**src/verilog/oscdz_defines.svh**
```systemverilog
// register offsets, field positions, reset values and timing counts for the oscillator control block
`ifndef OSCDZ_DEFINES_SVH
`define OSCDZ_DEFINES_SVH

`define OSCDZ_ADDR_W          2
`define OSCDZ_OFF_OSC_CTRL    2'h0
`define OSCDZ_OFF_CLK_DIV     2'h1
`define OSCDZ_OFF_RC_TUNE     2'h2
`define OSCDZ_OFF_STATUS      2'h3

`define OSCDZ_KEY_HI_A        8'h78
`define OSCDZ_KEY_HI_B        8'h9A
`define OSCDZ_KEY_LO_A        8'h46
`define OSCDZ_KEY_LO_B        8'h57
`define OSCDZ_KEY_HI_BIT      16
`define OSCDZ_KEY_LO_BIT      17

`define OSCDZ_CUR_MSB         14
`define OSCDZ_CUR_LSB         12
`define OSCDZ_NEXT_MSB        10
`define OSCDZ_NEXT_LSB        8
`define OSCDZ_SELLOCK_BIT     7
`define OSCDZ_PLLLOCK_BIT     5
`define OSCDZ_FAIL_BIT        3
`define OSCDZ_DRIVE_BIT       2
`define OSCDZ_SECONDARY_OSC_EN_BIT     1
`define OSCDZ_SWREQ_BIT       0

`define OSCDZ_ROI_BIT         15
`define OSCDZ_DOZE_MSB        14
`define OSCDZ_DOZE_LSB        12
`define OSCDZ_DOZE_ENABLE_BIT       11
`define OSCDZ_FAST_RC_POSTSCALE_MSB       10
`define OSCDZ_FAST_RC_POSTSCALE_LSB       8
`define OSCDZ_DOZE_RESET      3'h3
`define OSCDZ_FAST_RC_POSTSCALE_RESET     3'h1
`define OSCDZ_TRIM_MSB        5
`define OSCDZ_TRIM_RESET      6'h00

`define OSCDZ_SRC_FRC         3'h0
`define OSCDZ_SRC_FAST_RC_MULTIPLIED      3'h1
`define OSCDZ_SRC_PRIPLL      3'h3
`define OSCDZ_SRC_SLOW_FAST_RC_DIVIDED    3'h6
`define OSCDZ_SRC_FAST_RC_DIVIDED      3'h7

`define OSCDZ_SETTLE_CYCLES   4'hA
`define OSCDZ_SETTLE_W        4

`endif

```
**src/verilog/oscdz_pkg.sv**
```systemverilog
// types shared by the oscillator control block
package oscdz_pkg;
	typedef logic [2:0] oscdz_src_t;
	typedef enum logic [1:0] {
		OSCDZ_IDLE,
		OSCDZ_WAIT_READY,
		OSCDZ_SETTLE
	} oscdz_sw_state_t;
endpackage

```
**src/verilog/oscdz_switch_if.sv**
```systemverilog
// switch request and answer between the register file and the switch sequencer
interface oscdz_switch_if;
	logic                   start;
	oscdz_pkg::oscdz_src_t  target;
	logic                   done;
	logic                   busy;
	logic                   pll_clear;
	oscdz_pkg::oscdz_src_t  current;

	modport regs (output start, output target, input done, input busy, input pll_clear, input current);
	modport seq  (input start, input target, output done, output busy, output pll_clear, output current);
endinterface

```
**src/verilog/oscdz_osc_ctrl.sv**
```systemverilog
// oscillator selection, secondary oscillator, doze and fast RC postscaler/trim control
// Summary of operation
// [RL1] current source is a read-only 3-bit field updated by hardware
// [RL2] writable 3-bit requested source, same encodings, used at next switch
// [RL3] requested source resets from the initial-source configuration setting
// [RL4] with fail-safe monitor on, a set selection lock blocks switching; software sets only
// [RL5] with fail-safe monitor off, selections never lock
// [RL6] pll lock flag is one when locked or start-up timer expired; the code has no start-up timer and follows the synchronised i_pll_locked only
// [RL7] pll lock flag clears on each valid switch and in non-pll modes
// [RL8] clock-fail flag set by the monitor, cleared only by software, resets zero
// [RL9] drive bit one picks high-power secondary; else config; ignored for digital input
// [RL10] secondary oscillator runs while its enable is one or otherwise required
// [RL11] software sets switch request; it reads zero once the switch completes
// [RL12] with recover-on-interrupt set, interrupts clear doze enable and restore 1:1
// [RL13] doze field picks cpu ratio 1:1 to 1:128 while doze enabled, else 1:1
// [RL14] interrupt with recover-on-interrupt set clears doze enable
// [RL15] sources 111 and 001 divide the 8 MHz fast RC by the postscaler code
// [RL16] source 110 applies the postscaler to the 500 kHz fast RC
// [RL17] signed 6-bit fast RC trim field, resets to zero
// [RL18] unimplemented bits read zero and ignore writes
// [RL19] switch to the current source is aborted and the request cleared
// [RL20] valid switch waits ready plus 10 new-source cycles, then commits
// [RL21] software unlocks each byte of the control register with a two-write key
// [RL22] with switching disabled, request held zero and requested source ignored
// [RL23] clock-fail stays set until cleared; writing one does nothing
//
// The implementer's own choices: the register addresses and the plain strobed port.
`include "oscdz_defines.svh"
module oscdz_osc_ctrl (
	input  wire logic        i_clk,
	input  wire logic        i_reset,
	input  wire logic [1:0]  i_addr,
	input  wire logic [31:0] i_wdata,
	input  wire logic        i_write,
	input  wire logic        i_read,
	output logic      [31:0] o_rdata,
	input  wire logic [2:0]  i_initial_source_cfg,
	input  wire logic        i_switch_monitor_cfg_n,
	input  wire logic        i_failsafe_monitor_cfg_n,
	input  wire logic        i_secondary_input_cfg,
	input  wire logic        i_secondary_power_cfg,
	input  wire logic        i_pll_locked,
	input  wire logic        i_failsafe_monitor_fail,
	input  wire logic        i_new_source_ready,
	input  wire logic        i_new_source_clk,
	input  wire logic        i_secondary_required,
	input  wire logic        i_interrupt,
	output logic      [2:0]  o_current_source_sel,
	output logic             o_secondary_osc_enable,
	output logic             o_secondary_high_power,
	output logic      [2:0]  o_cpu_doze_ratio,
	output logic      [2:0]  o_fast_rc_postscale,
	output logic             o_fast_rc_divided_on,
	output logic             o_slow_fast_rc_divided_on,
	output logic      [5:0]  o_fast_rc_trim,
	output logic             o_switch_busy
);
	////////////////////////////////////////////////////////////////////////////
	// pin synchronisation

	logic [4:0] pins_sync;
	logic       new_clk_prev;

	oscdz_sync #(.WIDTH(5)) u_sync (
		.i_clk   (i_clk),
		.i_reset (i_reset),
		.i_async ({i_pll_locked, i_failsafe_monitor_fail, i_new_source_ready, i_new_source_clk,
			i_interrupt}),
		.o_sync  (pins_sync)
	);

	wire logic pll_locked_s   = pins_sync[4];
	wire logic fail_s         = pins_sync[3];
	wire logic new_ready_s    = pins_sync[2];
	wire logic new_clk_s      = pins_sync[1];
	wire logic interrupt_s    = pins_sync[0];
	// the new-source clock is edge-detected only after the second flop
	wire logic new_clk_edge   = new_clk_s && !new_clk_prev;

	////////////////////////////////////////////////////////////////////////////
	// configuration capture after reset release

	// config straps are static levels and skip the synchroniser
	logic       cfg_loaded;
	logic       cfg_switch_en;
	logic       cfg_monitor_en;
	wire  logic cfg_load = !cfg_loaded;

	always_ff @(posedge i_clk) begin
		if (i_reset) begin
			cfg_loaded <= 1'b0;
		end else begin
			cfg_loaded <= 1'b1;
		end
	end

	always_ff @(posedge i_clk) begin
		if (cfg_load) begin
			cfg_switch_en  <= !i_switch_monitor_cfg_n;
			cfg_monitor_en <= !i_switch_monitor_cfg_n && !i_failsafe_monitor_cfg_n;
		end
	end

	////////////////////////////////////////////////////////////////////////////
	// bus decode and unlock keys

	function automatic logic is_pll_source(input logic [2:0] src);
		return src == `OSCDZ_SRC_FAST_RC_MULTIPLIED || src == `OSCDZ_SRC_PRIPLL;
	endfunction

	wire logic wr_ctrl  = i_write && i_addr == `OSCDZ_OFF_OSC_CTRL;
	wire logic wr_div   = i_write && i_addr == `OSCDZ_OFF_CLK_DIV;
	wire logic wr_tune  = i_write && i_addr == `OSCDZ_OFF_RC_TUNE;
	wire logic wr_hi    = wr_ctrl && i_wdata[`OSCDZ_KEY_HI_BIT];
	wire logic wr_lo    = wr_ctrl && i_wdata[`OSCDZ_KEY_LO_BIT];
	wire logic [7:0] wb_hi = i_wdata[15:8];
	wire logic [7:0] wb_lo = i_wdata[7:0];

	// two-write unlock: the first key byte arms, the second opens, anything else closes
	function automatic logic [1:0] key_step(input logic lane, input logic [7:0] data, input logic [1:0] key,
		input logic [7:0] key_a, input logic [7:0] key_b);
		logic [1:0] step;
		step = 2'h0;
		if (lane && data == key_a) begin
			step = 2'h1;
		end else if (lane && key == 2'h1 && data == key_b) begin
			step = 2'h2;
		end
		return step;
	endfunction

	logic [1:0] hi_key;
	logic [1:0] lo_key;
	wire  logic       hi_open     = hi_key == 2'h2;
	wire  logic       lo_open     = lo_key == 2'h2;
	wire  logic [1:0] next_hi_key = key_step(wr_hi, wb_hi, hi_key, `OSCDZ_KEY_HI_A, `OSCDZ_KEY_HI_B);
	wire  logic [1:0] next_lo_key = key_step(wr_lo, wb_lo, lo_key, `OSCDZ_KEY_LO_A, `OSCDZ_KEY_LO_B);

	// keys expire on any other register write so the unlock is back-to-back only
	always_ff @(posedge i_clk) begin
		if (i_reset) begin
			hi_key <= 2'h0;
			lo_key <= 2'h0;
		end else if (i_write) begin
			hi_key <= next_hi_key; // RL21
			lo_key <= next_lo_key; // RL21
		end
	end

	wire logic hi_commit = wr_hi && hi_open;
	wire logic lo_commit = wr_lo && lo_open;

	////////////////////////////////////////////////////////////////////////////
	// switch sequencer

	oscdz_switch_if sw ();

	logic [2:0] next_source_sel;
	logic       selection_lock;
	logic       switch_request;
	logic       pll_lock_flag;
	logic       clock_fail_flag;
	logic       secondary_drive_sel;
	logic       secondary_osc_enable;

	// the lock only bites while the fail-safe monitor is configured on
	wire logic locked_out = cfg_monitor_en && selection_lock; // RL4 RL5
	wire logic req_set    = lo_commit && i_wdata[`OSCDZ_SWREQ_BIT] && cfg_switch_en && !locked_out;

	// start stays off while busy; a redundant request closes itself through done
	assign sw.start  = switch_request && !sw.busy;
	assign sw.target = next_source_sel;

	oscdz_switch_seq u_seq (
		.i_clk          (i_clk),
		.i_reset        (i_reset),
		.i_cfg_load     (cfg_load),
		// straps are read at the load edge itself, so a one-edge reset still captures them
		.i_cfg_source   (i_initial_source_cfg),
		.i_new_ready    (new_ready_s),
		.i_new_clk_edge (new_clk_edge),
		.sw             (sw)
	);

	////////////////////////////////////////////////////////////////////////////
	// oscillator control register

	// a new target is refused mid-switch so the commit copies what was compared
	always_ff @(posedge i_clk) begin
		if (cfg_load) begin
			next_source_sel <= i_initial_source_cfg; // RL3
		end else if (hi_commit && !locked_out && cfg_switch_en && !sw.busy) begin
			next_source_sel <= i_wdata[`OSCDZ_NEXT_MSB:`OSCDZ_NEXT_LSB]; // RL2 RL22
		end
	end

	always_ff @(posedge i_clk) begin
		if (i_reset) begin
			selection_lock       <= 1'b0;
			switch_request       <= 1'b0;
			pll_lock_flag        <= 1'b0;
			clock_fail_flag      <= 1'b0;
			secondary_drive_sel  <= 1'b0;
			secondary_osc_enable <= 1'b0;
			new_clk_prev         <= 1'b0;
		end else begin
			new_clk_prev <= new_clk_s;
			if (lo_commit && i_wdata[`OSCDZ_SELLOCK_BIT]) begin
				selection_lock <= 1'b1; // RL4
			end
			if (!cfg_switch_en || sw.done) begin
				switch_request <= 1'b0; // RL11 RL19 RL22
			end else if (req_set) begin
				switch_request <= 1'b1; // RL11
			end
			// drops the cycle a valid switch starts and stays low on sources without the pll
			pll_lock_flag <= pll_locked_s && !sw.pll_clear && is_pll_source(sw.current); // RL6 RL7
			if (fail_s) begin
				clock_fail_flag <= 1'b1; // RL8 RL23
			end else if (lo_commit && !i_wdata[`OSCDZ_FAIL_BIT]) begin
				clock_fail_flag <= 1'b0; // RL23
			end
			if (lo_commit) begin
				secondary_drive_sel  <= i_wdata[`OSCDZ_DRIVE_BIT];
				secondary_osc_enable <= i_wdata[`OSCDZ_SECONDARY_OSC_EN_BIT];
			end
		end
	end

	////////////////////////////////////////////////////////////////////////////
	// clock divider and tune registers

	logic       recover_on_interrupt;
	logic [2:0] doze_ratio;
	logic       doze_enable;
	logic [2:0] fast_rc_postscale;
	logic [5:0] fast_rc_trim;

	always_ff @(posedge i_clk) begin
		if (i_reset) begin
			recover_on_interrupt <= 1'b0;
			doze_ratio           <= `OSCDZ_DOZE_RESET;
			doze_enable          <= 1'b0;
			fast_rc_postscale    <= `OSCDZ_FAST_RC_POSTSCALE_RESET;
			fast_rc_trim         <= `OSCDZ_TRIM_RESET; // RL17
		end else begin
			if (wr_div) begin
				recover_on_interrupt <= i_wdata[`OSCDZ_ROI_BIT];
				doze_ratio           <= i_wdata[`OSCDZ_DOZE_MSB:`OSCDZ_DOZE_LSB];
				fast_rc_postscale    <= i_wdata[`OSCDZ_FAST_RC_POSTSCALE_MSB:`OSCDZ_FAST_RC_POSTSCALE_LSB];
			end
			// interrupt recovery wins over a simultaneous software set
			if (interrupt_s && recover_on_interrupt) begin
				doze_enable <= 1'b0; // RL12 RL14
			end else if (wr_div) begin
				doze_enable <= i_wdata[`OSCDZ_DOZE_ENABLE_BIT];
			end
			if (wr_tune) begin
				fast_rc_trim <= i_wdata[`OSCDZ_TRIM_MSB:0]; // RL17
			end
		end
	end

	////////////////////////////////////////////////////////////////////////////
	// read data and outputs

	wire logic [31:0] rd_ctrl = {17'h0, sw.current, 1'b0, next_source_sel, selection_lock, 1'b0,
		pll_lock_flag, 1'b0, clock_fail_flag, secondary_drive_sel, secondary_osc_enable,
		switch_request}; // RL1 RL18
	wire logic [31:0] rd_div  = {16'h0000, recover_on_interrupt, doze_ratio, doze_enable, fast_rc_postscale,
		8'h00}; // RL18
	wire logic [31:0] rd_tune = {26'h0, fast_rc_trim}; // RL18
	wire logic [31:0] rd_stat = {30'h0, lo_open, hi_open};
	wire logic [31:0] rd_mux  = (i_addr == `OSCDZ_OFF_OSC_CTRL) ? rd_ctrl :
		(i_addr == `OSCDZ_OFF_CLK_DIV) ? rd_div :
		(i_addr == `OSCDZ_OFF_RC_TUNE) ? rd_tune : rd_stat;
	wire logic        cur_fast_div = sw.current == `OSCDZ_SRC_FAST_RC_DIVIDED || sw.current == `OSCDZ_SRC_FAST_RC_MULTIPLIED; // RL15
	wire logic        cur_slow_div = sw.current == `OSCDZ_SRC_SLOW_FAST_RC_DIVIDED; // RL16

	always_ff @(posedge i_clk) begin
		if (i_reset) begin
			o_rdata                   <= 32'h00000000;
			o_current_source_sel      <= 3'h0;
			o_secondary_osc_enable    <= 1'b0;
			o_secondary_high_power    <= 1'b0;
			o_cpu_doze_ratio          <= 3'h0;
			o_fast_rc_postscale       <= `OSCDZ_FAST_RC_POSTSCALE_RESET;
			o_fast_rc_divided_on      <= 1'b0;
			o_slow_fast_rc_divided_on <= 1'b0;
			o_fast_rc_trim            <= `OSCDZ_TRIM_RESET;
			o_switch_busy             <= 1'b0;
		end else begin
			// read data fall back to zero outside the answer cycle
			o_rdata                   <= i_read ? rd_mux : 32'h00000000;
			o_current_source_sel      <= sw.current; // RL1
			o_secondary_osc_enable    <= secondary_osc_enable || i_secondary_required; // RL10
			// a digital secondary input ignores the drive bit and stays low power
			o_secondary_high_power    <= i_secondary_input_cfg &&
				(secondary_drive_sel || i_secondary_power_cfg); // RL9
			o_cpu_doze_ratio          <= doze_enable ? doze_ratio : 3'h0; // RL13
			o_fast_rc_postscale       <= fast_rc_postscale;
			o_fast_rc_divided_on      <= cur_fast_div; // RL15
			o_slow_fast_rc_divided_on <= cur_slow_div; // RL16
			o_fast_rc_trim            <= fast_rc_trim;
			o_switch_busy             <= sw.busy;
		end
	end
endmodule

```
**src/verilog/oscdz_sync.sv**
```systemverilog
// two-flop synchroniser for a bundle of level inputs
module oscdz_sync #(
	parameter int WIDTH = 1
) (
	input  wire logic             i_clk,
	input  wire logic             i_reset,
	input  wire logic [WIDTH-1:0] i_async,
	output logic      [WIDTH-1:0] o_sync
);
	logic [WIDTH-1:0] stage1;

	always_ff @(posedge i_clk) begin
		if (i_reset) begin
			stage1 <= '0;
			o_sync <= '0;
		end else begin
			stage1 <= i_async;
			o_sync <= stage1;
		end
	end
endmodule

```
**src/verilog/oscdz_switch_seq.sv**
```systemverilog
// clock switch sequencer: wait for the new source, count its settle cycles, commit
`include "oscdz_defines.svh"
module oscdz_switch_seq (
	input  wire logic      i_clk,
	input  wire logic      i_reset,
	input  wire logic      i_cfg_load,
	input  wire oscdz_pkg::oscdz_src_t i_cfg_source,
	input  wire logic      i_new_ready,
	input  wire logic      i_new_clk_edge,
	oscdz_switch_if.seq    sw
);
	oscdz_pkg::oscdz_sw_state_t state;
	oscdz_pkg::oscdz_sw_state_t next_state;
	logic [`OSCDZ_SETTLE_W-1:0] settle;
	logic [`OSCDZ_SETTLE_W-1:0] next_settle;
	wire logic redundant = sw.start && (sw.target == sw.current);

	assign sw.busy      = (state != oscdz_pkg::OSCDZ_IDLE);
	assign sw.done      = (state == oscdz_pkg::OSCDZ_SETTLE) && (next_settle == `OSCDZ_SETTLE_CYCLES)
		|| redundant; // RL19
	assign sw.pll_clear = sw.start && !redundant; // RL7

	always_comb begin
		next_state  = state;
		next_settle = settle;
		unique case (state)
			oscdz_pkg::OSCDZ_IDLE: begin
				if (sw.start && !redundant) begin
					next_state = oscdz_pkg::OSCDZ_WAIT_READY;
				end
			end
			oscdz_pkg::OSCDZ_WAIT_READY: begin
				next_settle = '0;
				if (i_new_ready) begin
					next_state = oscdz_pkg::OSCDZ_SETTLE; // RL20
				end
			end
			oscdz_pkg::OSCDZ_SETTLE: begin
				if (i_new_clk_edge) begin
					next_settle = settle + `OSCDZ_SETTLE_W'(1);
				end
				if (next_settle == `OSCDZ_SETTLE_CYCLES) begin
					next_state = oscdz_pkg::OSCDZ_IDLE;
				end
			end
		endcase
	end

	always_ff @(posedge i_clk) begin
		if (i_reset) begin
			state  <= oscdz_pkg::OSCDZ_IDLE;
			settle <= '0;
		end else begin
			state  <= next_state;
			settle <= next_settle;
		end
	end

	// the current source is caught from the configuration after reset release
	always_ff @(posedge i_clk) begin
		if (i_cfg_load) begin
			sw.current <= i_cfg_source;
		end else if (state == oscdz_pkg::OSCDZ_SETTLE && next_state == oscdz_pkg::OSCDZ_IDLE) begin
			sw.current <= sw.target; // RL20
		end
	end
endmodule

```
**config.mk**
```make
export PLATFORM = sky130hd
export DESIGN_NAME = oscdz_osc_ctrl
export DESIGN_NICKNAME = d
export VERILOG_FILES = /design/src/verilog/oscdz_pkg.sv /design/src/verilog/oscdz_switch_if.sv /design/src/verilog/oscdz_osc_ctrl.sv /design/src/verilog/oscdz_sync.sv /design/src/verilog/oscdz_switch_seq.sv
export VERILOG_INCLUDE_DIRS = /design/src /design/src/verilog
export SDC_FILE = /design/constraint.sdc
export NUM_CORES = 1
export LEC_CHECK = 0
export BUFFER_PORTS_ARGS = -buffer_cell sky130_fd_sc_hd__clkbuf_2
export CAP_MARGIN = 10
export CORE_ASPECT_RATIO = 1.75
export CORE_MARGIN = 3
export CORE_UTILIZATION = 54
export DETAILED_ROUTE_END_ITERATION = 8
export GPL_ROUTABILITY_DRIVEN = 0
export PLACE_DENSITY = 0.84
export SLEW_MARGIN = 25
export SYNTH_ARGS = -nofsm -noshare
export SYNTH_HDL_FRONTEND = slang
export SYNTH_SLANG_ARGS = --single-unit
```
**constraint.sdc**
```tcl
create_clock -name i_clk -period 4.07 [get_ports i_clk]
set_input_delay 0.814 -clock i_clk [delete_from_list [all_inputs] [get_ports i_clk]]
set_output_delay 0.814 -clock i_clk [all_outputs]
set_load 0.05 [all_outputs]
```
==> metrics.json <==
{
  "max_cap_violations": {"value": 0},
  "post_drt_via_cell_ratio": {"value": 5.164},
  "fraction_of_registers_with_async_set_reset": {"value": 0, "unit": "%"},
  "drtAntennaViolNets": {"value": 0},
  "postCtsSetupBuffers": {"value": 0},
  "syn2layout_area_growth": {"value": 15.13, "unit": "%"},
  "post_cts_resize_count": {"value": 0},
  "critPathLaunchType": {"value": "primary input"},
  "timing.reg2reg.worst_path_depth": {"value": 6},
  "worst_slew_margin_rel": {"value": 64.17, "unit": "%"},
  "syn_area_per_cell": {"value": 9.603, "unit": "um^2"},
  "leakagePower": {"value": 0.001726, "unit": "uW"},
  "cts_buffer_depth": {"value": 2},
  "ys.flop_type": {"value": "sky130_fd_sc_hd__dfxtp_1"},
  "gr-usage-all-layers": {"value": 19.96, "unit": "%"},
  "critPathMaxStageDelay": {"value": 0.48, "unit": "ns"},
  "yosysWarningCount": {"value": 0},
  "rows": {"value": 37},
  "period_minus_slack": {"value": 2.161, "unit": "ns"},
  "worst_r2r_startpoint": {"value": "u_seq.state[0]"},
  "timing.critical_path.buf_inv": {"value": 1},
  "ys_types": {"value": 53},
  "drt_first_iter_violations": {"value": 135},
  "required": {"value": 4.35, "unit": "ns"},
  "clock-root-buffer": {"value": "sky130_fd_sc_hd__clkbuf_8"},
  "mostFrequentLayoutCells": {"value": "sky130_fd_sc_hd__dfxtp_1 (77), sky130_fd_sc_hd__clkbuf_2 (71), sky130_fd_sc_hd__nand2_1 (42)"},
  "io_pins": {"value": 103},
  "cp_slowest_cell": {"value": "sky130_fd_sc_hd__or4_1"},
  "antenna_cells": {"value": 0},
  "critical_path.endpoint_type": {"value": "register"},
  "first_global_vias": {"value": 2411},
  "setup_total_negative_slack": {"value": 0, "unit": "ns"},
  "routed-via-count": {"value": 2577},
  "crit_chain": {"value": "clkbuf_2 > nor2b_2 > and3b_1 > nand2_1 > or4_1 > a21oi_1"},
  "mappedNetlistArea": {"value": 3342, "unit": "um^2"},
  "synth.area.mux_share": {"value": 6.065, "unit": "%"},
  "synth-compound-area-share": {"value": 8.199, "unit": "%"},
  "reg2reg_slack": {"value": 1.94, "unit": "ns"},
  "die_w": {"value": 65.47, "unit": "um"},
  "post_cts_hold_buffer_count": {"value": 0},
  "timing.final.hold_violations": {"value": 0},
  "start_util": {"value": 56.40, "unit": "%"},
  "timing.final.setup_violations": {"value": 0},
  "dieArea": {"value": 7206, "unit": "um^2"},
  "crit_end": {"value": "hi_key[0]"},
  "critical_path.max_fanout": {"value": 13},
  "path_delay_family": {"value": "simple AND/OR/NAND/NOR gates"},
  "synth_top_family_by_area": {"value": "simple AND/OR/NAND/NOR gates"},
  "fp.coreArea": {"value": 5926, "unit": "um^2"},
  "critical_path.reg2reg.endpoint": {"value": "u_seq.sw.current[2]"},
  "synth_seq_cells": {"value": 85},
  "grt_antenna_before_repair": {"value": 0},
  "skew": {"value": 0.01225, "unit": "ns"},
  "synth_cells": {"value": 348},
  "h-tree-depth": {"value": 3},
  "placed_cell_area": {"value": 3682, "unit": "um^2"},
  "power-per-cell-area": {"value": 402.4, "unit": "nW/um^2"},
  "nFillCells": {"value": 514},
  "synth_seq_area_share": {"value": 53.31, "unit": "%"},
  "io_buffer_count": {"value": 71},
  "final_cell_area": {"value": 3847, "unit": "um^2"},
  "synth-adder-area-share": {"value": 1.498, "unit": "%"},
  "final_min_period_over_clock_period": {"value": 53.09, "unit": "%"},
  "drive_above_1_share": {"value": 22.57, "unit": "%"},
  "layout.nets": {"value": 472},
  "totalWireLength": {"value": 6.841, "unit": "mm"},
  "route.detailed.wl_per_inst": {"value": 13.71, "unit": "um"},
  "die_y": {"value": 110.1, "unit": "um"},
  "worstSetupPathType": {"value": "in2reg"},
  "synth_edf_count": {"value": 8},
  "ir_worst_vdd": {"value": 0.2306, "unit": "mV"},
  "hpwl_detailed": {"value": 5.109, "unit": "mm"},
  "fmax": {"value": 462.8, "unit": "MHz"},
  "worstSetupPathDepth": {"value": 6},
  "worstSetupStartpoint": {"value": "i_addr[1]"},
  "clk_pin_slew": {"value": 0.08, "unit": "ns"},
  "clock_sinks": {"value": 85},
  "post-route-drc-count": {"value": 0},
  "clk-insertion-delay-late": {"value": 0.35, "unit": "ns"},
  "overall_overflow_remaining_after_global_route": {"value": 0},
  "arrival": {"value": 2.44, "unit": "ns"},
  "rsz0062_at_grt": {"value": "false"},
  "synth_xor_area_share": {"value": 1.572, "unit": "%"},
  "tritoncts.num_buffers": {"value": 9},
  "grt_start_max_net_pins": {"value": 50},
  "grt_first_pass_wirelength": {"value": 10.83, "unit": "mm"},
  "first_pass_iters": {"value": 4},
  "cts_tree": {"value": "built"},
  "finalMaxSlewViolations": {"value": 0},
  "final_common_cell": {"value": "sky130_fd_sc_hd__dfxtp_1"},
  "worst_slew_pin_slew": {"value": 0.5374, "unit": "ns"},
  "timing.hold.worst.class": {"value": "reg2reg"},
  "status": {"value": "completed"},
  "synth_simple_gate_area_share": {"value": 22.73, "unit": "%"}
}
-- state kept, by name, indices dropped and copies added, names as in the netlist, 2 cells and up --
name / count
doze_ratio: 3
o_current_source_sel: 3
hi_key: 2
o_fast_rc_trim: 6
o_fast_rc_postscale: 3
u_seq.sw.current: 3
lo_key: 2
u_seq.state: 2
o_cpu_doze_ratio: 3
u_seq.settle: 4
fast_rc_postscale: 3
fast_rc_trim: 6
o_rdata: 15
u_sync.o_sync: 5
u_sync.stage1: 5
next_source_sel: 3
-- synth_stat cells, drive strengths merged, types with 2 or more instances --
cell | instances | area (um^2)
nor3b | 2 | 15.01
a21oi | 15 | 75.07
a22oi | 3 | 22.52
nor2 | 34 | 127.6
or2 | 4 | 25.03
xnor2 | 3 | 26.28
mux2 | 2 | 22.52
and2 | 4 | 25.02
and3 | 3 | 18.77
o211ai | 2 | 20.02
inv | 9 | 33.78
nor3 | 3 | 20.02
xor2 | 3 | 26.28
o21ai | 7 | 35.03
nand3 | 17 | 85.08
ha | 4 | 50.05
and3b | 2 | 17.52
dfxtp | 77 | 1541
nor2b | 27 | 171.4
nor4bb | 2 | 20.02
or4 | 2 | 15.01
mux2i | 18 | 180.2
nand2 | 42 | 157.7
buf | 21 | 146.4
nand3b | 2 | 15.01
edfxtp | 8 | 240.2
nand2b | 4 | 25.02
clkbuf | 9 | 33.78
o2111ai | 2 | 17.52
-- where the power goes --
group	switching (uW)	total, uW	internal [uW]
combinational	116	159	43.0
clock	272	508	236
sequential	12.5	881	869
total	401	1550	1150
-- through the flow --
stage | utilization (%) | setup WS, ns | hold WS (ns) | std cells | total power (uW)
after CTS | 64.93 | 1.936 | 0.4260 | 499 | 1564
final | 64.93 | 1.909 | 0.4209 | 499 | 1548
after global routing | 64.93 | 1.766 | 0.4488 | 499 | 1614
after global placement | 62.14 | 1.599 | 0.4182 | 484 | 1056
after detailed placement | 62.14 | 1.570 | 0.4157 | 484 | 1060
after floorplan | - | 2.228 | 0.4051 | 364 | 1027
-- layout make-up --
cell class                      count  area (um^2)  share of cell area [%]
Inverter                           10        37.54                  0.9756
Tap cell                           78        97.59                   2.537
Timing Repair Buffer               72        362.8                   9.431
Clock inverter                      3        20.02                  0.5203
Multi-Input combinational cell    239         1403                   36.46
Clock buffer                       12        145.1                   3.772
Sequential cell                    85         1782                   46.31
-- layer usage --
layer	vias up	global-route usage, %	wire length (um)	share of wire, %
li1	1280	-	-	-
met5	-	0	0	0
met4	0	10.83	222	3.2
met1	1195	19.77	2538	37
met3	17	5.477	386	5.6
met2	85	36.84	3693	54
-- cell families after synthesis --
kind of cell | count (synthesis)
adder cells (fa/ha/maj) | 4
other | 1
AO/OA/AOI/OAI | 41
AND/OR/NAND/NOR | 151
flip-flops | 85
multiplexers | 20
buffers and inverters | 40
XOR/XNOR | 6
-- worst register-to-register path: stages, from the launching register on --
cell and delay, ns:
sky130_fd_sc_hd__dfxtp_1 0.39, sky130_fd_sc_hd__inv_1 0.08, sky130_fd_sc_hd__ha_1 0.39, sky130_fd_sc_hd__inv_1 0.19, sky130_fd_sc_hd__a21oi_1 0.25, sky130_fd_sc_hd__o2bb2a_2 0.24
sky130_fd_sc_hd__o21ai_1 0.26
-- worst min-delay path by stage --
| stage | slack, ns | depth (start not counted) | endpoint | start |
|---|---|---|---|---|
| 3_5_place_dp | 0.42 | 1 | doze_enable | u_sync.o_sync[0] |
| 6_report | 0.42 | 2 | clock_fail_flag | u_sync.o_sync[3] |
| 2_1_floorplan | 0.41 | 1 | doze_enable | u_sync.o_sync[0] |
| 5_1_grt | 0.45 | 2 | clock_fail_flag | u_sync.o_sync[3] |
| 3_3_place_gp | 0.42 | 1 | u_sync.o_sync[0] | u_sync.stage1[0] |
| 4_1_cts | 0.43 | 2 | clock_fail_flag | u_sync.o_sync[3] |
Power figures use the tool's default switching activity.
